### src/fast_link_drop_pkg.sv
// Constants, field layout and carrier types for the fast link drop block.
// Assumes a single 25 MHz clock and an AHB-Lite master with word accesses.
// Function
// [RULE1] Polarity field inverts transmit and receive pairs
// [RULE2] Exchange zero: normal pair roles
// [RULE3] Exchange one: swap transmit and receive pairs
// [RULE4] Software sets both bits for port mirror
// [RULE5] Bit3: 32 receive errors per window drop
// [RULE6] Bit2: 20 code violations per window drop
// [RULE7] Bit1: 20 low-SNR crossings per window drop
// [RULE8] Bit0: energy loss drops link at once
// [RULE9] Drop is OR of enabled conditions
// [RULE10] Descrambler bit enables drop on lock loss
// [RULE11] Event counters clear at each window end
package fast_link_drop_pkg;

  localparam int unsigned CLOCK_HZ = 25_000_000;
  localparam int unsigned WINDOW_NS = 10_000;
  localparam int unsigned WINDOW_CYCLES = WINDOW_NS / (1_000_000_000 / CLOCK_HZ);

  localparam int unsigned RXERR_LIMIT = 32;
  localparam int unsigned CODEVIOL_LIMIT = 20;
  localparam int unsigned SNR_LIMIT = 20;

  // Byte addresses on the register bus
  localparam logic [11:0] LINK_CTRL3_ADDR = 12'h000;
  localparam logic [11:0] DROP_STATUS_ADDR = 12'h004;

  localparam int unsigned SEL_ENERGY_BIT = 0;
  localparam int unsigned SEL_SNR_BIT = 1;
  localparam int unsigned SEL_CODEVIOL_BIT = 2;
  localparam int unsigned SEL_RXERR_BIT = 3;
  localparam int unsigned EXCHANGE_BIT = 5;
  localparam int unsigned POLARITY_BIT = 6;
  localparam int unsigned DESCRAMBLER_BIT = 10;
  localparam logic [15:0] LINK_CTRL3_WMASK = 16'h0460;
  localparam logic [15:0] LINK_CTRL3_WMASK_SEL = 16'h000f;
  localparam logic [15:0] LINK_CTRL3_RESET = 16'h0000;

  localparam logic [1:0] HTRANS_NONSEQ = 2'h2;

  // Raw event strobes from the receive path
  typedef struct packed {
    logic rxError;
    logic codeViolation;
    logic lowSnr;
    logic energyLoss;
    logic lockLoss;
  } rx_events_t;

  // Pair steering toward the analog front end
  typedef struct packed {
    logic exchangePairs;
    logic invertTransmit;
    logic invertReceive;
  } pair_ctrl_t;

endpackage

### src/window_event_counter.sv
// Counts event strobes within a repeating window and flags a threshold hit.
// Assumes the window end pulse and events are on the same clock.
`timescale 1ns/10ps
module window_event_counter
  import fast_link_drop_pkg::*;
#(
  parameter int unsigned LIMIT = 20,
  parameter int unsigned CW = $clog2(LIMIT + 1)
)(
  input wire logic clock,
  input wire logic reset_n,
  input wire logic enable,
  input wire logic event_in,
  input wire logic windowEnd,
  output logic hit
);

  localparam logic [CW-1:0] LIMIT_C = CW'(LIMIT);
  localparam logic [CW-1:0] ONE_C = CW'(1);

  logic [CW-1:0] count_ff;
  logic [CW-1:0] nxt_count;

  always_comb
  begin
    nxt_count = count_ff;
    if (windowEnd || !enable)
    begin
      nxt_count = '0; // RULE11
    end
    else if (event_in && count_ff != LIMIT_C)
    begin
      nxt_count = count_ff + ONE_C;
    end
  end

  always_ff @(posedge clock or negedge reset_n)
  begin
    if (!reset_n)
    begin
      count_ff <= '0;
    end
    else
    begin
      count_ff <= nxt_count;
    end
  end

  assign hit = enable && (count_ff == LIMIT_C);

endmodule // window_event_counter

### src/fast_link_drop.sv
// Fast link drop and pair role control with an AHB-Lite register slave.
// Assumes event inputs come from another domain and are synchronised here.
//
// Implementation choices: the register addresses and the AHB-Lite register port.
`timescale 1ns/10ps
module fast_link_drop
  import fast_link_drop_pkg::*;
#(
  parameter int unsigned WINDOW_LEN = WINDOW_CYCLES
)(
  input wire logic clock,
  input wire logic reset_n,
  input wire logic hsel,
  input wire logic [11:0] haddr,
  input wire logic [1:0] htrans,
  input wire logic hwrite,
  input wire logic [2:0] hsize,
  input wire logic [31:0] hwdata,
  input wire logic hready,
  output logic [31:0] hrdata,
  output logic hreadyout,
  output logic hresp,
  input wire rx_events_t rxEvents,
  input wire logic linkUp,
  output pair_ctrl_t pairCtrl,
  output logic linkDrop
);

  localparam int unsigned WW = $clog2(WINDOW_LEN + 1);
  localparam logic [WW-1:0] WIN_LAST = WW'(WINDOW_LEN - 1);
  localparam logic [WW-1:0] WIN_ONE = WW'(1);

  ////////////////////////////////////////////////////////////////////////////
  // Input synchronisers and edge detect

  rx_events_t syncA_ff, syncB_ff, prev_ff;
  logic linkA_ff, linkB_ff;
  rx_events_t pulses;

  always_ff @(posedge clock or negedge reset_n)
  begin
    if (!reset_n)
    begin
      syncA_ff <= '0;
      syncB_ff <= '0;
      prev_ff <= '0;
      linkA_ff <= 1'b0;
      linkB_ff <= 1'b0;
    end
    else
    begin
      syncA_ff <= rxEvents;
      syncB_ff <= syncA_ff;
      prev_ff <= syncB_ff;
      linkA_ff <= linkUp;
      linkB_ff <= linkA_ff;
    end
  end

  // Events are counted on rising edges, so a long strobe counts once
  assign pulses = syncB_ff & ~prev_ff;

  ////////////////////////////////////////////////////////////////////////////
  // Register slave

  logic [15:0] ctrl_ff, nxt_ctrl;
  logic wrPend_ff, nxt_wrPend;
  logic [11:0] addr_ff, nxt_addr;
  logic [31:0] rdata_ff, nxt_rdata;
  logic dropSticky_ff, nxt_dropSticky;
  logic drop_ff, nxt_drop;
  pair_ctrl_t pair_ff, nxt_pair;
  logic addrPhase;
  logic dropNow;
  logic ctrlWrite;
  logic statusWrite;

  assign addrPhase = hsel && hready && (htrans == HTRANS_NONSEQ);
  assign ctrlWrite = wrPend_ff && (addr_ff == LINK_CTRL3_ADDR);
  assign statusWrite = wrPend_ff && (addr_ff == DROP_STATUS_ADDR);

  always_comb
  begin
    nxt_wrPend = addrPhase && hwrite;
    nxt_addr = addrPhase ? haddr : addr_ff;
    nxt_ctrl = ctrl_ff;
    if (ctrlWrite)
    begin
      nxt_ctrl = hwdata[15:0] & (LINK_CTRL3_WMASK | LINK_CTRL3_WMASK_SEL);
    end
    // Set wins over a clear in the same cycle
    nxt_dropSticky = dropNow || (dropSticky_ff && !(statusWrite && hwdata[0]));
    nxt_rdata = '0;
    // Next values, so a read right behind a write sees the new word
    if (addrPhase && !hwrite)
    begin
      unique case (haddr)
        LINK_CTRL3_ADDR: nxt_rdata = {16'h0000, nxt_ctrl};
        DROP_STATUS_ADDR: nxt_rdata = {30'h0, drop_ff, nxt_dropSticky};
        default: nxt_rdata = '0;
      endcase
    end
  end

  always_ff @(posedge clock or negedge reset_n)
  begin
    if (!reset_n)
    begin
      ctrl_ff <= LINK_CTRL3_RESET;
      wrPend_ff <= 1'b0;
      addr_ff <= '0;
      rdata_ff <= '0;
      dropSticky_ff <= 1'b0;
    end
    else
    begin
      ctrl_ff <= nxt_ctrl;
      wrPend_ff <= nxt_wrPend;
      addr_ff <= nxt_addr;
      rdata_ff <= nxt_rdata;
      dropSticky_ff <= nxt_dropSticky;
    end
  end

  // Zero wait states and OKAY always
  assign hrdata = rdata_ff;
  assign hreadyout = 1'b1;
  assign hresp = 1'b0;

  ////////////////////////////////////////////////////////////////////////////
  // Window timer

  logic [WW-1:0] win_ff, nxt_win;
  logic windowEnd;

  assign windowEnd = (win_ff == WIN_LAST);

  always_comb
  begin
    nxt_win = windowEnd ? '0 : win_ff + WIN_ONE;
  end

  always_ff @(posedge clock or negedge reset_n)
  begin
    if (!reset_n)
    begin
      win_ff <= '0;
    end
    else
    begin
      win_ff <= nxt_win;
    end
  end

  ////////////////////////////////////////////////////////////////////////////
  // Threshold counters

  // One counter per threshold condition: low SNR, code violation, receive error
  localparam int unsigned CNT_LIMIT [3] = '{SNR_LIMIT, CODEVIOL_LIMIT, RXERR_LIMIT};
  localparam int unsigned CNT_SEL [3] = '{SEL_SNR_BIT, SEL_CODEVIOL_BIT, SEL_RXERR_BIT};

  logic [2:0] cntEvent;
  logic [2:0] cntHit;

  assign cntEvent = {pulses.rxError, pulses.codeViolation, pulses.lowSnr};

  for (genvar g = 0; g < 3; g++)
  begin : gCount
    window_event_counter #(.LIMIT(CNT_LIMIT[g])) counter (
      .clock(clock),
      .reset_n(reset_n),
      .enable(ctrl_ff[CNT_SEL[g]]), // RULE5 RULE6 RULE7
      .event_in(cntEvent[g]),
      .windowEnd(windowEnd),
      .hit(cntHit[g])
    );
  end

  ////////////////////////////////////////////////////////////////////////////
  // Drop decision and pair steering

  always_comb
  begin
    dropNow = (|cntHit) // RULE9
      || (ctrl_ff[SEL_ENERGY_BIT] && syncB_ff.energyLoss) // RULE8
      || (ctrl_ff[DESCRAMBLER_BIT] && syncB_ff.lockLoss); // RULE10
    // Drop holds until the link goes down so it is never missed
    nxt_drop = dropNow || (drop_ff && linkB_ff);
    nxt_pair.exchangePairs = ctrl_ff[EXCHANGE_BIT]; // RULE2 RULE3
    nxt_pair.invertTransmit = ctrl_ff[POLARITY_BIT]; // RULE1
    nxt_pair.invertReceive = ctrl_ff[POLARITY_BIT]; // RULE1
  end

  always_ff @(posedge clock or negedge reset_n)
  begin
    if (!reset_n)
    begin
      drop_ff <= 1'b0;
      pair_ff <= '0;
    end
    else
    begin
      drop_ff <= nxt_drop;
      pair_ff <= nxt_pair;
    end
  end

  assign linkDrop = drop_ff;
  assign pairCtrl = pair_ff;

endmodule // fast_link_drop

### config.mk
export PLATFORM = sky130hd
export DESIGN_NAME = fast_link_drop
export DESIGN_NICKNAME = d
export VERILOG_FILES = /design/src/fast_link_drop_pkg.sv /design/src/window_event_counter.sv /design/src/fast_link_drop.sv
export SDC_FILE = /design/constraint.sdc
export NUM_CORES = 1
export LEC_CHECK = 0
export BUFFER_PORTS_ARGS = -buffer_cell sky130_fd_sc_hd__buf_2
export CAP_MARGIN = 20
export CORE_AREA = 2 2 105 107
export CTS_CLUSTER_DIAMETER = 30
export DETAILED_ROUTE_END_ITERATION = 8
export DIE_AREA = 0 0 107 109
export HOLD_SLACK_MARGIN = 0.15
export PLACE_DENSITY_LB_ADDON = 0.08
export SYNTH_ARGS = -nofsm -noshare
export SYNTH_HDL_FRONTEND = slang
export SYNTH_SLANG_ARGS = --single-unit
### constraint.sdc
create_clock -name clock -period 2.7 [get_ports clock]
set_input_delay 0 -clock clock [delete_from_list [all_inputs] [get_ports clock]]
set_output_delay 0 -clock clock [all_outputs]
set_load 0.02 [all_outputs]
**Word level (Yosys, flattened, before mapping)**

Index checks and enable logic that the tools add are counted.

- Bits in registers: 106
- Latch bits: 0
- Memory bits (writable): 0
- ROM bits: 0
- Input port bits: 60
- Output and inout bits: 38
- Memories kept: 0

- Add/sub/neg operators: 4
- Multipliers: 0
- Div/mod/pow operators: 0
- $lt $le $gt $ge: 0
- Equality and inequality tests: 10
- Shift operators: 0
- Muxes and demuxes: 10
- Bitwise gates (word level): 2
- Reductions and logical operators: 35

Operators by type and width:

| kind | number |
|---|---|
| two-way mux 32 bit | 1 |
| one-hot mux 16 bit (2 select lines) | 1 |
| equality test 12 x 3 -> 1 bit, second input constant | 2 |
| logical NOT 12 bit | 2 |
| two-way mux 5 bit | 4 |
| logical AND 1 bit | 17 |
| two-way mux 16 bit | 1 |
| two-way mux 6 bit | 2 |
| adder 5 x 1 -> 5 bit, second input constant | 2 |
| equality test 5 bit, second input constant | 2 |
| != test 5 bit, second input constant | 2 |
| adder 8 x 1 -> 8 bit, second input constant | 1 |
| equality test 8 bit, second input constant | 1 |
| two-way mux 8 bit | 1 |
| logical OR 1 bit | 7 |
| adder 6 x 1 -> 6 bit, second input constant | 1 |
| equality test 6 bit, second input constant | 1 |
| != test 6 bit, second input constant | 1 |
| nonzero test 2 bit | 3 |
| bitwise AND 5 bit | 1 |
| logical NOT 1 bit | 5 |
| inverter 5 bit | 1 |
| OR reduction 3 bit | 1 |
| equality test 2 bit, second input constant | 1 |

**Longest topological paths before layout**

- Depth after elaboration: 8
- Depth in mapped cells: 6
- Mapped depth without buffers: 6

**Hierarchy**

A second synthesis with hierarchy kept.

- Cells, all modules: 301
- Area total of the unflattened synthesis: 3673.5 um2

By module, submodules not included:

| module | instances | cells each | area an instance (um2) |
|---|---|---|---|
| fast_link_drop | 1 | 201 | 2743.9 |
| window_event_counter (gCount[0].counter ...) | 2 | 32 | 296.5 |
| window_event_counter (gCount[2].counter) | 1 | 36 | 336.6 |

**Worst setup path before layout**

OpenSTA, ideal clock, no wires.

- Path type: reg2reg
- Start point: reg addr_ff[8]
- End point: reg rdata_ff[1] (netlist: hrdata[1])
- Setup time: 0.119 ns
- Arrival time: 1.516 ns
- Path slack: 1.065 ns
- Stages on the path, launching flop included: 6
- Period minus slack after synthesis: 1.635 ns
- Cells stage by stage: dfrtp_1 > nor4b_4 > nand4b_4 > buf_6 > mux2_4 > o21a_1

- Word-level cells in the longest chain between the ends: 5

Ends and longest elaborated chain:

| element | line | source |
|---|---|---|
| start, declared | fast_link_drop.sv:68 | `logic [11:0] addr_ff, nxt_addr;` |
| start signal, assigned | fast_link_drop.sv:119 | `addr_ff <= nxt_addr;` |
| logical NOT 12 bit | fast_link_drop.sv:79 | `assign ctrlWrite = wrPend_ff && (addr_ff == LINK_CTRL3_ADDR);` |
| logical AND 1 bit | fast_link_drop.sv:79 |  |
| two-way mux 16 bit | fast_link_drop.sv:87 | `if (ctrlWrite)` |
| named net nxt_ctrl[1] | fast_link_drop.sv:66 | `logic [15:0] ctrl_ff, nxt_ctrl;` |
| one-hot mux 16 bit (2 select lines) | fast_link_drop.sv:97 | `unique case (haddr)` |
| two-way mux 32 bit | fast_link_drop.sv:95 | `if (addrPhase && !hwrite)` |
| named net nxt_rdata[1] | fast_link_drop.sv:69 | `logic [31:0] rdata_ff, nxt_rdata;` |
| end signal, assigned | fast_link_drop.sv:120 | `rdata_ff <= nxt_rdata;` |
| end, declared | fast_link_drop.sv:69 |  |

The timed path passes the listed nets, and every way through them passes these cells.
A chain may end at the register's enable or synchronous reset.

**Worst setup path in the final report**

- Start point: reg addr_ff[4]
- End point: reg rdata_ff[1] (netlist: hrdata[1])

Same word-level chain as after synthesis.

==> impl_metrics.toml <==
[clock_tree]
cts_tree = "yes"
clkTransAtPathRegs_ps = 90
clock_sinks = 88
cts_resized = 0
h-tree-depth = 3
cts_root_buf = "clkbuf_8"
numCtsBuffers = 9
cts.path.max_buffers = 2
clock_latency_ps = 350

[worst_setup_path]
rrSetupSlack_ps = 340
cp-end-kind = "register"
critPathKind = "reg2reg"
crit_path_start = "addr_ff[4]"
crit-reg2reg-launch = "addr_ff[4]"
r2r_end = "hrdata[1]"
cp_max_fo = 16
r2r_cells = 5
arrival_ps = 2600
cp-start-kind = "register"
crit_end = "hrdata[1]"
critPathRequiredTime_ps = 2940

[synthesis]
syn_inst = 290
ys_warn_count = 0
netlist_area_um2 = 3633
avgSynthCellArea_um2 = 12.53
postSynthRegisterBits = 88
ys_seq_area_frac = 0.6061
netlist-cell-type-count = 42

[sta]
finClkSkew_ps = 6.313
tightest_slew_ps = 696.6
setup_viol = 0
tns_ps = 0
finalCritPeriodShare = 0.8732
finalHoldViolCount = 0
timing.final.crit_period_ps = 2358
maxSlewViolCount = 0
rsz0062_at_grt = "no"
fmax_mhz = 424.2
slew_headroom = 0.5320

[placed_design]
numPortBuffers = 51
hpwl_mm = 4.438
gp_congestion = 0.7186
dpl_cell_area_um2 = 3984

[global_routing]
grt.overflow.total = 0
grt_antenna_before_repair = 0
gr-usage-all-layers = 0.1306
grt_pass1_wl_mm = 11.47
grt_pass1_vias = 2299
grt_max_degree = 33

[die]
core_area_um2 = 10600
dieArea_um2 = 11660
fp.dieH_um = 109
num_rows = 38
io_pins = 98
initial_core_util = 0.3427
fp.dieW_um = 107

[drt]
antenna_left = 0
drt_wl_total_mm = 6.742
post_drt_wl_per_cell_um = 12.87
drtPass1Iterations = 4
drt_iter0_markers = 52
num_vias = 2240
drc_errors = 0
post_drt_via_cell_ratio = 4.275

[layout]
syn_to_final_growth_pct = 25.96
fillCellCount = 979
diodes = 0
drive_gt1_frac = 0.2630
nets = 447
final_area_um2 = 4577

[power_and_ir_drop]
p_leak_nw = 2.230
p_per_area_nw_per_um2 = 644.3
vdd_ir_drop_max_v = 0.0002861

[hold_path]
hp-class = "in2reg"

[status]
status = "finished, final reports clean"

[job]
cap_viol_max_count = 0
-- what timing repair did --
action | in CTS | in global routing
hold buffers | 31 | 0
buffers inserted | 0 | 0
endpoints found under the hold margin | 123 | 0
-- stage by stage --
step,hold slack [ps],instances,setup slack (ps),power [mW],utilization
after global routing,263.8,524,239.7,3.100,0.4317
final,211.7,524,342.4,2.949,0.4317
after detailed placement,-1.953,477,808.3,1.689,0.3757
after floorplan,-295.6,306,1065,1.617,-
after CTS,206.6,524,285.8,2.997,0.4317
after global placement,-3.166,477,811.8,1.685,0.3757
-- logic make-up (layout without fill, tap and decap cells) --
logic type | after synthesis | after routing | share of synthesized area
adder cells (fa/ha/maj) | 8 | 8 | 0.02755
multiplexers | 19 | 19 | 0.05957
XOR/XNOR | 17 | 17 | 0.04098
AND/OR/NAND/NOR | 101 | 101 | 0.1725
other | 2 | 18 | 0.002067
flip-flops | 88 | 88 | 0.6061
AO/OA/AOI/OAI | 18 | 18 | 0.03134
buffers and inverters | 37 | 115 | 0.05992
-- sequential cells by signal (all words and copies together) (netlist names), 2 cells and up --
signal	cells
pairCtrl	2
ctrl_ff	16
syncA_ff	5
syncB_ff	5
prev_ff	3
hrdata	16
win_ff	8
addr_ff	12
gCount.counter.count_ff	16
-- worst max-delay path: stages (launching register included) --
cell and delay [ps]:
dfrtp_1 410, nor4_4 370, nand4b_4 350, mux2_4 400, o21a_1 160, dlygate4sd3_1 550
-- power by group --
part	total (mW)	leakage [nW]	switching, mW	internal, mW
Clock	1.26	0.140	0.459	0.801
Sequential	1.45	1.13	0.0584	1.39
Combinational	0.241	0.964	0.124	0.118
-- routing by layer --
metal  track usage  wire, um  vias up
met5             0         0        -
met1        0.1761      3283     1089
met2        0.2006      3127       35
met4       0.04731        96        0
met3       0.03885       235        8
li1              -         -     1108
-- final cells by class --
cell class / count / area (um2) / share of cell area
clock buffer: 10 / 127.6 / 0.02788
clock inverter: 6 / 155.1 / 0.03390
inverter: 14 / 52.55 / 0.01148
multi-input combinational: 181 / 1274 / 0.2783
sequential: 88 / 2202 / 0.4811
tap: 140 / 175.2 / 0.03827
timing repair buffer: 85 / 590.6 / 0.1290
-- cells in the final DEF, fill, tap and decap left out, types with 2 or more instances in the layout --
| cell type | synthesis | layout |
|---|---|---|
| conb_1 | 2 | 18 |
| inv_1 | 14 | 14 |
| nand2_1 | 10 | 10 |
| and2_1 | 16 | 16 |
| and3_1 | 3 | 3 |
| o21ai_0 | 5 | 5 |
| nand4b_1 | 3 | 3 |
| nor4_4 | 2 | 2 |
| nand3_1 | 13 | 13 |
| clkbuf_8 | 0 | 9 |
| a21oi_1 | 5 | 5 |
| mux2_2 | 17 | 17 |
| xor2_1 | 12 | 12 |
| xnor2_1 | 5 | 5 |
| nor2b_1 | 3 | 3 |
| nor4_1 | 3 | 3 |
| and2_2 | 9 | 9 |
| nand4_1 | 4 | 4 |
| dfrtp_1 | 88 | 88 |
| dlygate4sd3_1 | 0 | 31 |
| buf_2 | 0 | 50 |
| ha_1 | 8 | 8 |
| nor3_1 | 2 | 2 |
| nor2_1 | 25 | 25 |
| o21a_1 | 2 | 2 |
| bufinv_16 | 0 | 5 |
| buf_4 | 19 | 4 |
-- how the worst min path moves through the flow --
stage / startpoint / end / cells after the start / slack (ps)
after global placement: reset_n / gCount[2].counter.count_ff[0] / 1 / -3
after floorplan: reset_n / addr_ff[0] / 0 / -300
final: htrans[0] / addr_ff[2] / 3 / 210
after global routing: htrans[0] / addr_ff[2] / 3 / 260
after detailed placement: reset_n / gCount[2].counter.count_ff[0] / 1 / -2
after CTS: htrans[0] / addr_ff[2] / 3 / 210
-- Yosys cell counts, drive strengths merged --
master   number  area, um2
nor2b         3      18.77
nor4b         1      23.77
a22oi         1      7.510
mux2         18      206.4
dfrtp        88       2202
nand4b        5      65.06
and2         25      167.7
nand3b        1      7.510
nand4bb       1      11.26
nand2        10      37.54
nand4         4      25.02
and3b         1      8.760
mux2i         1      10.01
a41oi         1      8.760
a22o          1      8.760
and3          3      18.77
clkbuf        2      7.510
nor2         25      93.84
o21ai         5      25.02
o22a          1      8.760
nand2b        1      6.260
nand3        13      65.06
or3           1      6.260
xor2         12      105.1
nor4          5      61.31
a21oi         5      25.02
o31ai         1      7.510
inv          14      52.55
xnor2         5      43.79
buf          21      157.6
o21a          2      15.01
ha            8      100.1
o211ai        1      7.510
nor3          2      10.01
conb          2      7.510
No activity file was read; power rests on OpenSTA's default activity.
